### src/ips_pkg.sv
// Shared constants and types for the in-system configuration sequencer.
// Assumes a 50 MHz system clock and a four-wire test port from outside.
package ips_pkg;

  // System clock rate
  localparam int unsigned CLK_HZ = 50_000_000;

  // Pulse and mode-transition times in their own units
  localparam int unsigned MODE_TIME_US = 1000;
  localparam int unsigned ERASE_TIME_MS = 100;
  localparam int unsigned PROG_TIME_US = 100;
  localparam int unsigned READ_TIME_US = 1;

  // Derived cycle counts
  localparam int unsigned MODE_CYC = MODE_TIME_US * (CLK_HZ / 1_000_000);
  localparam int unsigned ERASE_CYC = ERASE_TIME_MS * (CLK_HZ / 1000);
  localparam int unsigned PROG_CYC = PROG_TIME_US * (CLK_HZ / 1_000_000);
  localparam int unsigned READ_CYC = READ_TIME_US * (CLK_HZ / 1_000_000);

  // Register widths
  localparam int IR_W = 4;
  localparam int DR_W = 32;
  localparam int TMR_W = 32;

  // Instruction codes
  localparam logic [IR_W-1:0] OP_IDCODE = 4'h1;
  localparam logic [IR_W-1:0] OP_ENABLE = 4'h2;
  localparam logic [IR_W-1:0] OP_DISABLE = 4'h3;
  localparam logic [IR_W-1:0] OP_ERASE = 4'h4;
  localparam logic [IR_W-1:0] OP_PROGRAM = 4'h5;
  localparam logic [IR_W-1:0] OP_VERIFY = 4'h6;
  localparam logic [IR_W-1:0] OP_BYPASS = 4'hf;
  localparam logic [IR_W-1:0] IR_CAPTURE = 4'h1;

  // Test port controller states
  typedef enum logic [3:0] {
    TAP_RESET, TAP_IDLE, TAP_SEL_DR, TAP_CAP_DR, TAP_SHIFT_DR, TAP_EXIT1_DR,
    TAP_PAUSE_DR, TAP_EXIT2_DR, TAP_UPD_DR, TAP_SEL_IR, TAP_CAP_IR,
    TAP_SHIFT_IR, TAP_EXIT1_IR, TAP_PAUSE_IR, TAP_EXIT2_IR, TAP_UPD_IR
  } ips_tap_e;

  // Timed job in progress
  typedef enum logic [2:0] {
    JOB_NONE, JOB_ENTER, JOB_EXIT, JOB_ERASE, JOB_PROG, JOB_READ
  } ips_job_e;

  // Synchronised test port inputs
  typedef struct packed {
    logic [2:0] tck;
    logic [1:0] tms;
    logic [1:0] tdi;
  } ips_sync_s;

  // Cell pulse outputs
  typedef struct packed {
    logic erase;
    logic prog;
    logic read;
  } ips_pulse_s;

endpackage : ips_pkg

### src/isp_programming_sequence.sv
// In-system configuration sequencer behind a four-wire test port.
// Assumes test port pins arrive asynchronously; the system clock is
// much faster than the test clock, which is found by edge sampling.
// Notes on behaviour
// - Instructions, addresses, data enter on test input
// - Read-back data leaves serially on test output
// - Entering mode moves pins glitch-free, 1 ms
// - Erase instruction gives one 100 ms pulse
// - Each address programmed with one pulse
// - Verify reads each address, shifts data out
// - Leaving mode returns pins glitch-free, 1 ms
// - Port logic follows the standard configuration scheme
`timescale 1ns/10ps
module isp_programming_sequence
  import ips_pkg::*;
#(
  parameter int AW = 4,
  parameter int DW = 8,
  parameter logic [DR_W-1:0] ID_CODE = 32'h0a5a_5001, // arbitrary value
  parameter int unsigned MODE_CYCLES = MODE_CYC,
  parameter int unsigned ERASE_CYCLES = ERASE_CYC,
  parameter int unsigned PROG_CYCLES = PROG_CYC
)
(
  // Clock and reset
  input wire logic i_clk,
  input wire logic i_rst,
  // Test port
  input wire logic i_tck,
  input wire logic i_tms,
  input wire logic i_tdi,
  output logic o_tdo,
  // Pin control and cell pulses
  output logic o_in_system_config_mode,
  output logic o_pin_freeze,
  output logic o_erase_pulse,
  output logic o_prog_pulse,
  output logic o_read_pulse
);

  localparam int DEPTH = 1 << AW;
  localparam logic [DW-1:0] ERASED = '1;

  typedef struct packed {
    ips_sync_s sy;
    ips_tap_e tap;
    logic [IR_W-1:0] ir;
    logic [IR_W-1:0] ir_sh;
    logic [DR_W-1:0] dr;
    logic [AW-1:0] addr;
    logic [DW-1:0] wdata;
    logic [DW-1:0] rdata;
    ips_job_e job;
    logic mode;
    logic freeze;
    logic tdo;
    ips_pulse_s pl;
    logic [DEPTH-1:0][DW-1:0] cells;
  } ips_state_s;

  ips_state_s s;
  ips_state_s next_s;
  logic t_start;
  logic [TMR_W-1:0] t_cycles;
  logic t_busy;
  logic t_done;
  logic tck_rise;
  logic tck_fall;

  // Test port controller transitions
  function automatic ips_tap_e ips_tap_next(ips_tap_e st, logic tms);
    case (st)
      TAP_RESET: ips_tap_next = tms ? TAP_RESET : TAP_IDLE;
      TAP_IDLE: ips_tap_next = tms ? TAP_SEL_DR : TAP_IDLE;
      TAP_SEL_DR: ips_tap_next = tms ? TAP_SEL_IR : TAP_CAP_DR;
      TAP_CAP_DR: ips_tap_next = tms ? TAP_EXIT1_DR : TAP_SHIFT_DR;
      TAP_SHIFT_DR: ips_tap_next = tms ? TAP_EXIT1_DR : TAP_SHIFT_DR;
      TAP_EXIT1_DR: ips_tap_next = tms ? TAP_UPD_DR : TAP_PAUSE_DR;
      TAP_PAUSE_DR: ips_tap_next = tms ? TAP_EXIT2_DR : TAP_PAUSE_DR;
      TAP_EXIT2_DR: ips_tap_next = tms ? TAP_UPD_DR : TAP_SHIFT_DR;
      TAP_UPD_DR: ips_tap_next = tms ? TAP_SEL_DR : TAP_IDLE;
      TAP_SEL_IR: ips_tap_next = tms ? TAP_RESET : TAP_CAP_IR;
      TAP_CAP_IR: ips_tap_next = tms ? TAP_EXIT1_IR : TAP_SHIFT_IR;
      TAP_SHIFT_IR: ips_tap_next = tms ? TAP_EXIT1_IR : TAP_SHIFT_IR;
      TAP_EXIT1_IR: ips_tap_next = tms ? TAP_UPD_IR : TAP_PAUSE_IR;
      TAP_PAUSE_IR: ips_tap_next = tms ? TAP_EXIT2_IR : TAP_PAUSE_IR;
      TAP_EXIT2_IR: ips_tap_next = tms ? TAP_UPD_IR : TAP_SHIFT_IR;
      TAP_UPD_IR: ips_tap_next = tms ? TAP_SEL_DR : TAP_IDLE;
      default: ips_tap_next = TAP_RESET;
    endcase
  endfunction : ips_tap_next

  // Test clock edges from the synchronised copy
  assign tck_rise = s.sy.tck[1] && !s.sy.tck[2];
  assign tck_fall = !s.sy.tck[1] && s.sy.tck[2];

  // Shared pulse and transition timer
  ips_pulse_timer u_timer (
    .i_clk(i_clk),
    .i_rst(i_rst),
    .i_start(t_start),
    .i_cycles(t_cycles),
    .o_busy(t_busy),
    .o_done(t_done)
  );

  // Next-state logic for the whole sequencer
  always_comb
  begin
    next_s = s;
    t_start = 1'b0;
    t_cycles = '0;
    next_s.sy.tck = {s.sy.tck[1:0], i_tck};
    next_s.sy.tms = {s.sy.tms[0], i_tms};
    next_s.sy.tdi = {s.sy.tdi[0], i_tdi};
    if (tck_rise)
    begin
      next_s.tap = ips_tap_next(s.tap, s.sy.tms[1]);
      case (s.tap)
        TAP_RESET: next_s.ir = OP_IDCODE;
        TAP_CAP_IR: next_s.ir_sh = IR_CAPTURE;
        TAP_SHIFT_IR: next_s.ir_sh = {s.sy.tdi[1], s.ir_sh[IR_W-1:1]};
        TAP_CAP_DR:
        begin
          // Identity or read-back word loaded for shifting out
          if (s.ir == OP_IDCODE)
            next_s.dr = ID_CODE;
          else if (s.ir == OP_VERIFY)
            next_s.dr = DR_W'({s.addr, s.rdata});
          else
            next_s.dr = '0;
        end
        TAP_SHIFT_DR:
        begin
          if (s.ir == OP_BYPASS)
            next_s.dr[0] = s.sy.tdi[1];
          else
            next_s.dr = {s.sy.tdi[1], s.dr[DR_W-1:1]};
        end
        TAP_UPD_IR:
        begin
          next_s.ir = s.ir_sh;
          if (!t_busy && s.job == JOB_NONE)
          begin
            if (s.ir_sh == OP_ENABLE && !s.mode)
            begin
              next_s.job = JOB_ENTER;
              next_s.freeze = 1'b1;
              t_start = 1'b1;
              t_cycles = TMR_W'(MODE_CYCLES);
            end
            else if (s.ir_sh == OP_DISABLE && s.mode)
            begin
              next_s.job = JOB_EXIT;
              next_s.freeze = 1'b1;
              t_start = 1'b1;
              t_cycles = TMR_W'(MODE_CYCLES);
            end
            else if (s.ir_sh == OP_ERASE && s.mode)
            begin
              next_s.job = JOB_ERASE;
              next_s.pl.erase = 1'b1;
              t_start = 1'b1;
              t_cycles = TMR_W'(ERASE_CYCLES);
            end
          end
        end
        TAP_UPD_DR:
        begin
          if (!t_busy && s.job == JOB_NONE && s.mode)
          begin
            if (s.ir == OP_PROGRAM)
            begin
              next_s.addr = s.dr[AW+DW-1:DW];
              next_s.wdata = s.dr[DW-1:0];
              next_s.job = JOB_PROG;
              next_s.pl.prog = 1'b1;
              t_start = 1'b1;
              t_cycles = TMR_W'(PROG_CYCLES);
            end
            else if (s.ir == OP_VERIFY)
            begin
              next_s.addr = s.dr[AW+DW-1:DW];
              next_s.job = JOB_READ;
              next_s.pl.read = 1'b1;
              t_start = 1'b1;
              t_cycles = TMR_W'(READ_CYC);
            end
          end
        end
        default: next_s.ir = s.ir;
      endcase
    end
    // Serial output changes on the falling test clock
    if (tck_fall)
    begin
      if (s.tap == TAP_SHIFT_DR)
        next_s.tdo = s.dr[0];
      else if (s.tap == TAP_SHIFT_IR)
        next_s.tdo = s.ir_sh[0];
      else
        next_s.tdo = 1'b0;
    end
    // Completion of the timed job
    if (t_done)
    begin
      case (s.job)
        JOB_ENTER: next_s.mode = 1'b1;
        JOB_EXIT: next_s.mode = 1'b0;
        JOB_ERASE: next_s.cells = {DEPTH{ERASED}};
        JOB_PROG: next_s.cells[s.addr] = s.wdata;
        JOB_READ: next_s.rdata = s.cells[s.addr];
        default: next_s.rdata = s.rdata;
      endcase
      next_s.job = JOB_NONE;
      next_s.freeze = 1'b0;
      next_s.pl = '0;
    end
  end

  // State register
  always_ff @(posedge i_clk)
  begin
    if (i_rst)
    begin
      s <= '0;
      s.ir <= OP_IDCODE;
      s.cells <= {DEPTH{ERASED}};
    end
    else
      s <= next_s;
  end

  // Outputs straight from flip-flops
  assign o_tdo = s.tdo;
  assign o_in_system_config_mode = s.mode;
  assign o_pin_freeze = s.freeze;
  assign o_erase_pulse = s.pl.erase;
  assign o_prog_pulse = s.pl.prog;
  assign o_read_pulse = s.pl.read;

  shift_in_a : assert property (@(posedge i_clk) disable iff (i_rst)
    tck_rise && s.tap == TAP_SHIFT_DR && s.ir != OP_BYPASS
    |=> s.dr[DR_W-1] == $past(s.sy.tdi[1]))
    else $error("test input bit not shifted in");

  tdo_on_fall_a : assert property (@(posedge i_clk) disable iff (i_rst)
    !tck_fall |=> $stable(o_tdo))
    else $error("test output moved off the falling edge");

  enter_clean_a : assert property (@(posedge i_clk) disable iff (i_rst)
    $rose(o_in_system_config_mode) |-> $past(o_pin_freeze) && !o_pin_freeze)
    else $error("mode entered without a freeze window");

  exit_clean_a : assert property (@(posedge i_clk) disable iff (i_rst)
    $fell(o_in_system_config_mode) |-> $past(o_pin_freeze) && !o_pin_freeze)
    else $error("mode left without a freeze window");

  erase_needs_mode_a : assert property (@(posedge i_clk) disable iff (i_rst)
    $rose(o_erase_pulse) |-> (o_in_system_config_mode && t_busy)[*2])
    else $error("erase pulse outside configuration mode");

  erase_clears_a : assert property (@(posedge i_clk) disable iff (i_rst)
    t_done && s.job == JOB_ERASE |=> s.cells == {DEPTH{ERASED}} && !o_erase_pulse)
    else $error("erase pulse did not clear the cells");

  prog_writes_a : assert property (@(posedge i_clk) disable iff (i_rst)
    t_done && s.job == JOB_PROG |=> s.cells[$past(s.addr)] == $past(s.wdata))
    else $error("program pulse did not write the cell");

  read_loads_a : assert property (@(posedge i_clk) disable iff (i_rst)
    t_done && s.job == JOB_READ |=> s.rdata == $past(s.cells[s.addr]))
    else $error("read pulse did not fetch the cell");

  one_pulse_a : assert property (@(posedge i_clk) disable iff (i_rst)
    $onehot0({o_erase_pulse, o_prog_pulse, o_read_pulse}))
    else $error("more than one cell pulse active");

  ir_capture_a : assert property (@(posedge i_clk) disable iff (i_rst)
    tck_rise && s.tap == TAP_CAP_IR |=> s.ir_sh == IR_CAPTURE)
    else $error("instruction capture value wrong");

endmodule : isp_programming_sequence

### src/ips_pulse_timer.sv
// Down-counter that times one cell pulse or mode transition.
// Assumes the start request is a single-cycle strobe from the same clock.
`timescale 1ns/10ps
module ips_pulse_timer
  import ips_pkg::*;
(
  // Clock and reset
  input wire logic i_clk,
  input wire logic i_rst,
  // Request
  input wire logic i_start,
  input wire logic [TMR_W-1:0] i_cycles,
  // Status
  output logic o_busy,
  output logic o_done
);

  typedef struct packed {
    logic [TMR_W-1:0] cnt;
    logic busy;
    logic done;
  } ips_tmr_s;

  ips_tmr_s s;
  ips_tmr_s next_s;

  // Load on start, count down, strobe done at the end
  always_comb
  begin
    next_s = s;
    next_s.done = 1'b0;
    if (i_start && !s.busy)
    begin
      next_s.cnt = i_cycles;
      next_s.busy = 1'b1;
    end
    else if (s.busy)
    begin
      if (s.cnt <= TMR_W'(1))
      begin
        next_s.cnt = '0;
        next_s.busy = 1'b0;
        next_s.done = 1'b1;
      end
      else
      begin
        next_s.cnt = s.cnt - TMR_W'(1);
      end
    end
  end

  // State register
  always_ff @(posedge i_clk)
  begin
    if (i_rst)
      s <= '0;
    else
      s <= next_s;
  end

  assign o_busy = s.busy;
  assign o_done = s.done;

  // Busy lasts until done
  timer_ends_a : assert property (@(posedge i_clk) disable iff (i_rst)
    s.busy && s.cnt == TMR_W'(1) |=> s.done && !s.busy)
    else $error("timer did not finish on last count");

endmodule : ips_pulse_timer

### config.mk
export PLATFORM = sky130hd
export DESIGN_NAME = isp_programming_sequence
export DESIGN_NICKNAME = d
export VERILOG_FILES = /design/src/ips_pkg.sv /design/src/isp_programming_sequence.sv /design/src/ips_pulse_timer.sv
export SDC_FILE = /design/constraint.sdc
export NUM_CORES = 1
export LEC_CHECK = 0
export BUFFER_PORTS_ARGS = -buffer_cell sky130_fd_sc_hd__buf_4
export CORE_MARGIN = 3
export CORE_UTILIZATION = 40
export DETAILED_ROUTE_END_ITERATION = 10
export PLACE_DENSITY = 0.58
export SYNTH_ARGS = -nofsm -noshare
export SYNTH_HDL_FRONTEND = slang
export SYNTH_SLANG_ARGS = --single-unit
export TNS_END_PERCENT = 100
### constraint.sdc
create_clock -name i_clk -period 2.2 [get_ports i_clk]
set_input_delay 0.66 -clock i_clk [delete_from_list [all_inputs] [get_ports i_clk]]
set_output_delay 0.66 -clock i_clk [all_outputs]
set_load 0.005 [all_outputs]
==> flow_results.org <==
** Global route
- The via count of the first global-routing pass is between 8000 and 9000.
- Global-route total usage across every layer :: just under 20%
- Entering global routing, the biggest net connects a little under 70 pins.
- Total gr overflow :: 0
- Number of antenna violations at the first check in global routing :: 0
- Global-route wire length before repair :: 47100 µm

** Power
- VDD sags by at most between 0.6 and 0.7 mV.
- Total power consumption of the routed design :: 9480 µW
- In this run the static leakage power is between 0.005 and 0.006 µW.
- Power spread over the standard cell area amounts to a little over 700 mW/mm².

** Critical path
- Critical path fanouts, max :: 9
- On the critical path, the stage with the largest delay is an instance of sky130_fd_sc_hd__or4_1.
- Capturing point of the worst reg2reg path :: u_timer.s[12]
- Arrival @ worst endpoint :: about 2.5 ns
- Critical path launch point type :: flip-flop
- CP max stage delay :: approximately 0.59 ns
- Buffering stage count on the worst path with inverters included :: 2
- Delay-heaviest family, CP :: simple AND/OR/NAND/NOR gates
- Required arrival time at the worst endpoint :: approximately 2.6 ns
- Kind of end point of the critical path :: flip-flop
- Minimum setup slack among reg-to-reg paths :: about 0.08 ns
- Cells along the critical path :: or4_1 -> nor3_4 -> buf_4 -> a41o_1 -> buf_12 -> nor4_1 -> a311o_1
- The startpoint identified for the worst register-to-register timing path is u_timer.s[21].
- CP Class :: reg2reg
- Number of cells on the worst reg-to-reg path :: 7

** Synthesis
- Part of the Yosys area used for sequential elements :: 44.0%
- The synthesized netlist devotes about a fifth of its cell area to simple gates.
- Post-synth EDFFs :: 0
- The synthesized design contains between 200 and 250 register bits.
- Area fraction in compound gates after synthesis :: between 20% and 30%
- In the synthesized netlist, mux cells make up ~8.6% of the area.
- The netlist uses ~70 different library cells.
- Of the total synthesized cell area, the portion taken by XOR and XNOR cells is less than 1%.
- After Yosys synthesis, full adders, half adders and majority gates account for less than 1% of the synthesized area.
- Async set-reset flop share out of synthesis :: 0%
- After synthesis, the most frequently instantiated cells are 242 x sky130_fd_sc_hd__dfxtp_1, 132 x sky130_fd_sc_hd__nand2_1, 130 x sky130_fd_sc_hd__nor2_1.
- Avg Cell Area, Syn :: just over 9 µm²
- Count of warnings emitted by yosys :: 0
- Top-count cell post-synth :: sky130_fd_sc_hd__dfxtp_1
- The share of synthesized area in the top cell type comes to approximately 44%.
- After synthesis, the largest family of logic cells by area is compound AO/OA/AOI/OAI gates.
- Library cell occupying the most area in the post-synthesis netlist :: sky130_fd_sc_hd__dfxtp_1
- In the post-synthesis netlist, the biggest area contributors are sky130_fd_sc_hd__dfxtp_1 44%, sky130_fd_sc_hd__mux4_2 8.2%, sky130_fd_sc_hd__a211o_1 5.6%.
- The number of nets handed over by synthesis was approximately 1200.
- Synthesis produced roughly 1200 cells.
- Post-Syn Area :: ~0.011 mm²
- Most instantiated flip-flop cell in the synthesis netlist :: sky130_fd_sc_hd__dfxtp_1

** Clock tree
- Clock-pin slew was measured on the worst setup and hold paths at 0.06 ns.
- In this run, CTS created clock tree buffers numbering 28.
- For this design, the CTS-stage hold fixing added 0 buffers.
- The root buffer cell chosen for the clock tree is sky130_fd_sc_hd__clkbuf_16.
- TritonCTS built the clock tree.
- Clock sink count :: 242
- In this run the deepest clock path goes through 3 buffers.
- The later pin in the worst-skew pair is clocked with a latency of approximately 0.55 ns.
- Level count of the clock H-tree :: 1

** Final layout
- P&R area growth vs syn :: 20.5%
- The repair_antennas step left the layout with diodes totalling 0.
- Final standard cell utilization of the core :: about half
- In the final design database the tool counted about 1300 nets.
- Fraction of final layout cells with drive strength greater than 1 :: about a fifth
- Filler cell count :: 2527

** Routing
- The final route contains about 9400 vias.
- Residual DRC count :: 0
- The pre-antenna-repair detailed-routing pass consisted of 5 iterations.
- Avg WL per Cell :: roughly 18 µm
- Summed over all nets, wire length on met3 after detailed routing comes to approximately 1300 µm.
- For this block, wires on met1 add up to about 14000 µm.
- Detailed-route vias per instance :: a little under 6
- First-iteration detailed-routing DRC count :: between 600 and 700
- Summed over all layers, the routed wires come to 29100 µm.
- Highest Signal Layer :: met4
- Once detail routing completed, the nets flagged for antenna violations numbered 0.
- The routed design uses around 13000 µm of met2 wire.

** STA
- Derived from the worst setup path, the maximum achievable clock frequency is between 400 and 500 MHz.
- Number of slew-limit violations in the final report :: 0
- Total of endpoints with negative setup slack in the final report :: 0
- Worst clock skew on the final layout :: around 0.022 ns
- In this run the tightest slew margin relative to its limit is around 65%.
- Worst slack on hold paths :: 0.338 ns
- The worst path in the final design needs a cycle of around 2.1 ns, including I/O delays and setup.
- Dividing the final minimum period by the clock period gives just under 100%.
- Final hold viol count :: 0
- For the pin with the worst max-slew slack, the measured transition is roughly 0.52 ns.
- Unrepaired setup endpoints after global routing :: yes
- In the final timing run, aggregate negative setup slack is 0 ns.

** Hold path
- The path with the worst hold slack has its endpoint at next_s[202].
- Min-Delay Startpoint :: i_tdi
- Counting instances, the worst hold path has a depth of 2.
- The min-delay analysis places its worst path in the category in2reg.

** Floorplan
- I/O pin cnt :: 11
- Starting Density :: roughly two fifths
- The die is approximately 170 µm tall.
- The core region is about 0.027 mm².
- Row generation in the floorplan step produced 60 rows.
- Floorplan die area :: roughly 0.030 mm²
- In this run the horizontal extent of the chip is about 170 µm.

** Place
- Routability congestion estimate from global placement :: about 0.84
- Detailed placement finished with a half-perimeter wire length of roughly 19000 µm.
- In this run the tool buffered the top-level ports with 10 buffer cells.

** Flow run
- The tool flagged a number of max-cap violations equal to 0.

** Status
- The run finished with clean final reports.
==> cell type report <==
type                    instances  area [µm²]  area share [%]
repair buffers                126        1220            9.16
flip-flops and latches        242        4850            36.5
clock inverters                15         223            1.68
multi-input cells             830        5690            42.8
well taps                     341         427            3.21
inverters                      27         101           0.764
clock buffers                  36         771            5.81
==> flip-flops by register name, indices dropped and copies added, names as in the netlist <==
signal                   count
o_read_pulse                 1
o_tdo                        1
u_timer.o_busy               1
o_pin_freeze                 1
u_timer.o_done               1
o_erase_pulse                1
o_in_system_config_mode      1
next_s                       4
s                          198
o_prog_pulse                 1
u_timer.s                   32
==> cell usage in the layout (no fill, tap or decap), drive strengths merged, types with 28 or more instances in the layout <==
cell    Yosys  final
buf        28    126
clkbuf     85     36
nand2     136    136
nor3       41     41
nor2      130    130
a21oi      49     49
nand3      30     30
o211ai     63     63
inv        27     28
o21ai      43     43
a211o      70     70
mux4       40     40
dfxtp     242    242
==> report_power, final <==
| group | internal [µW] | switching, µW | total, µW |
|---|---|---|---|
| logic | 45.7 | 106 | 152 |
| clock network | 3060 | 1870 | 4930 |
| registers | 4390 | 6.27 | 4400 |
==> worst max path at each step <==
stage          cells after the start  slack (ns)            end               startpoint
3_5_place_dp                       6        0.03  u_timer.s[10]  o_in_system_config_mode
2_1_floorplan                      8      -0.007  u_timer.s[18]             u_timer.s[2]
5_1_grt                            7      -0.007   u_timer.s[7]            u_timer.s[21]
6_report                           7        0.08  u_timer.s[12]            u_timer.s[21]
3_3_place_gp                       7        0.06  u_timer.s[10]                   s[134]
4_1_cts                            6        0.04  u_timer.s[10]  o_in_system_config_mode
==> per-layer routing <==
layer / vias up / track usage [%]
met3: 42 / 2.77
met1: 4582 / 28.3
li1: 4601 / -
met2: 189 / 30.8
met5: - / 0
met4: 0 / 4.58
==> what timing repair did <==
item	4_1_cts	5_1_grt
endpoints found under the setup margin	1	15
hold endpoints to repair	0	0
pin swaps	0	2
setup buffers	0	2
gates resized for setup	1	15
==> through the flow <==
| stage | setup WS [ns] | instances | area, µm² |
|---|---|---|---|
| after floorplan | -0.00727 | 1212 | 11000 |
| after global placement | 0.0627 | 1564 | 12200 |
| after detailed placement | 0.0306 | 1564 | 12200 |
| after CTS | 0.0428 | 1615 | 13200 |
| after global routing | -0.00719 | 1617 | 13300 |
| final | 0.0822 | 1617 | 13300 |
==> cell families after synthesis <==
logic type,count (synthesis)
DFF,242
AOI/OAI and AO/OA,334
xor gates and xnor gates,4
and+or+nand+nor,446
adders and majority gates,2
buffers and inverters,140
muxes,44
Power figures use the tool's default switching activity.
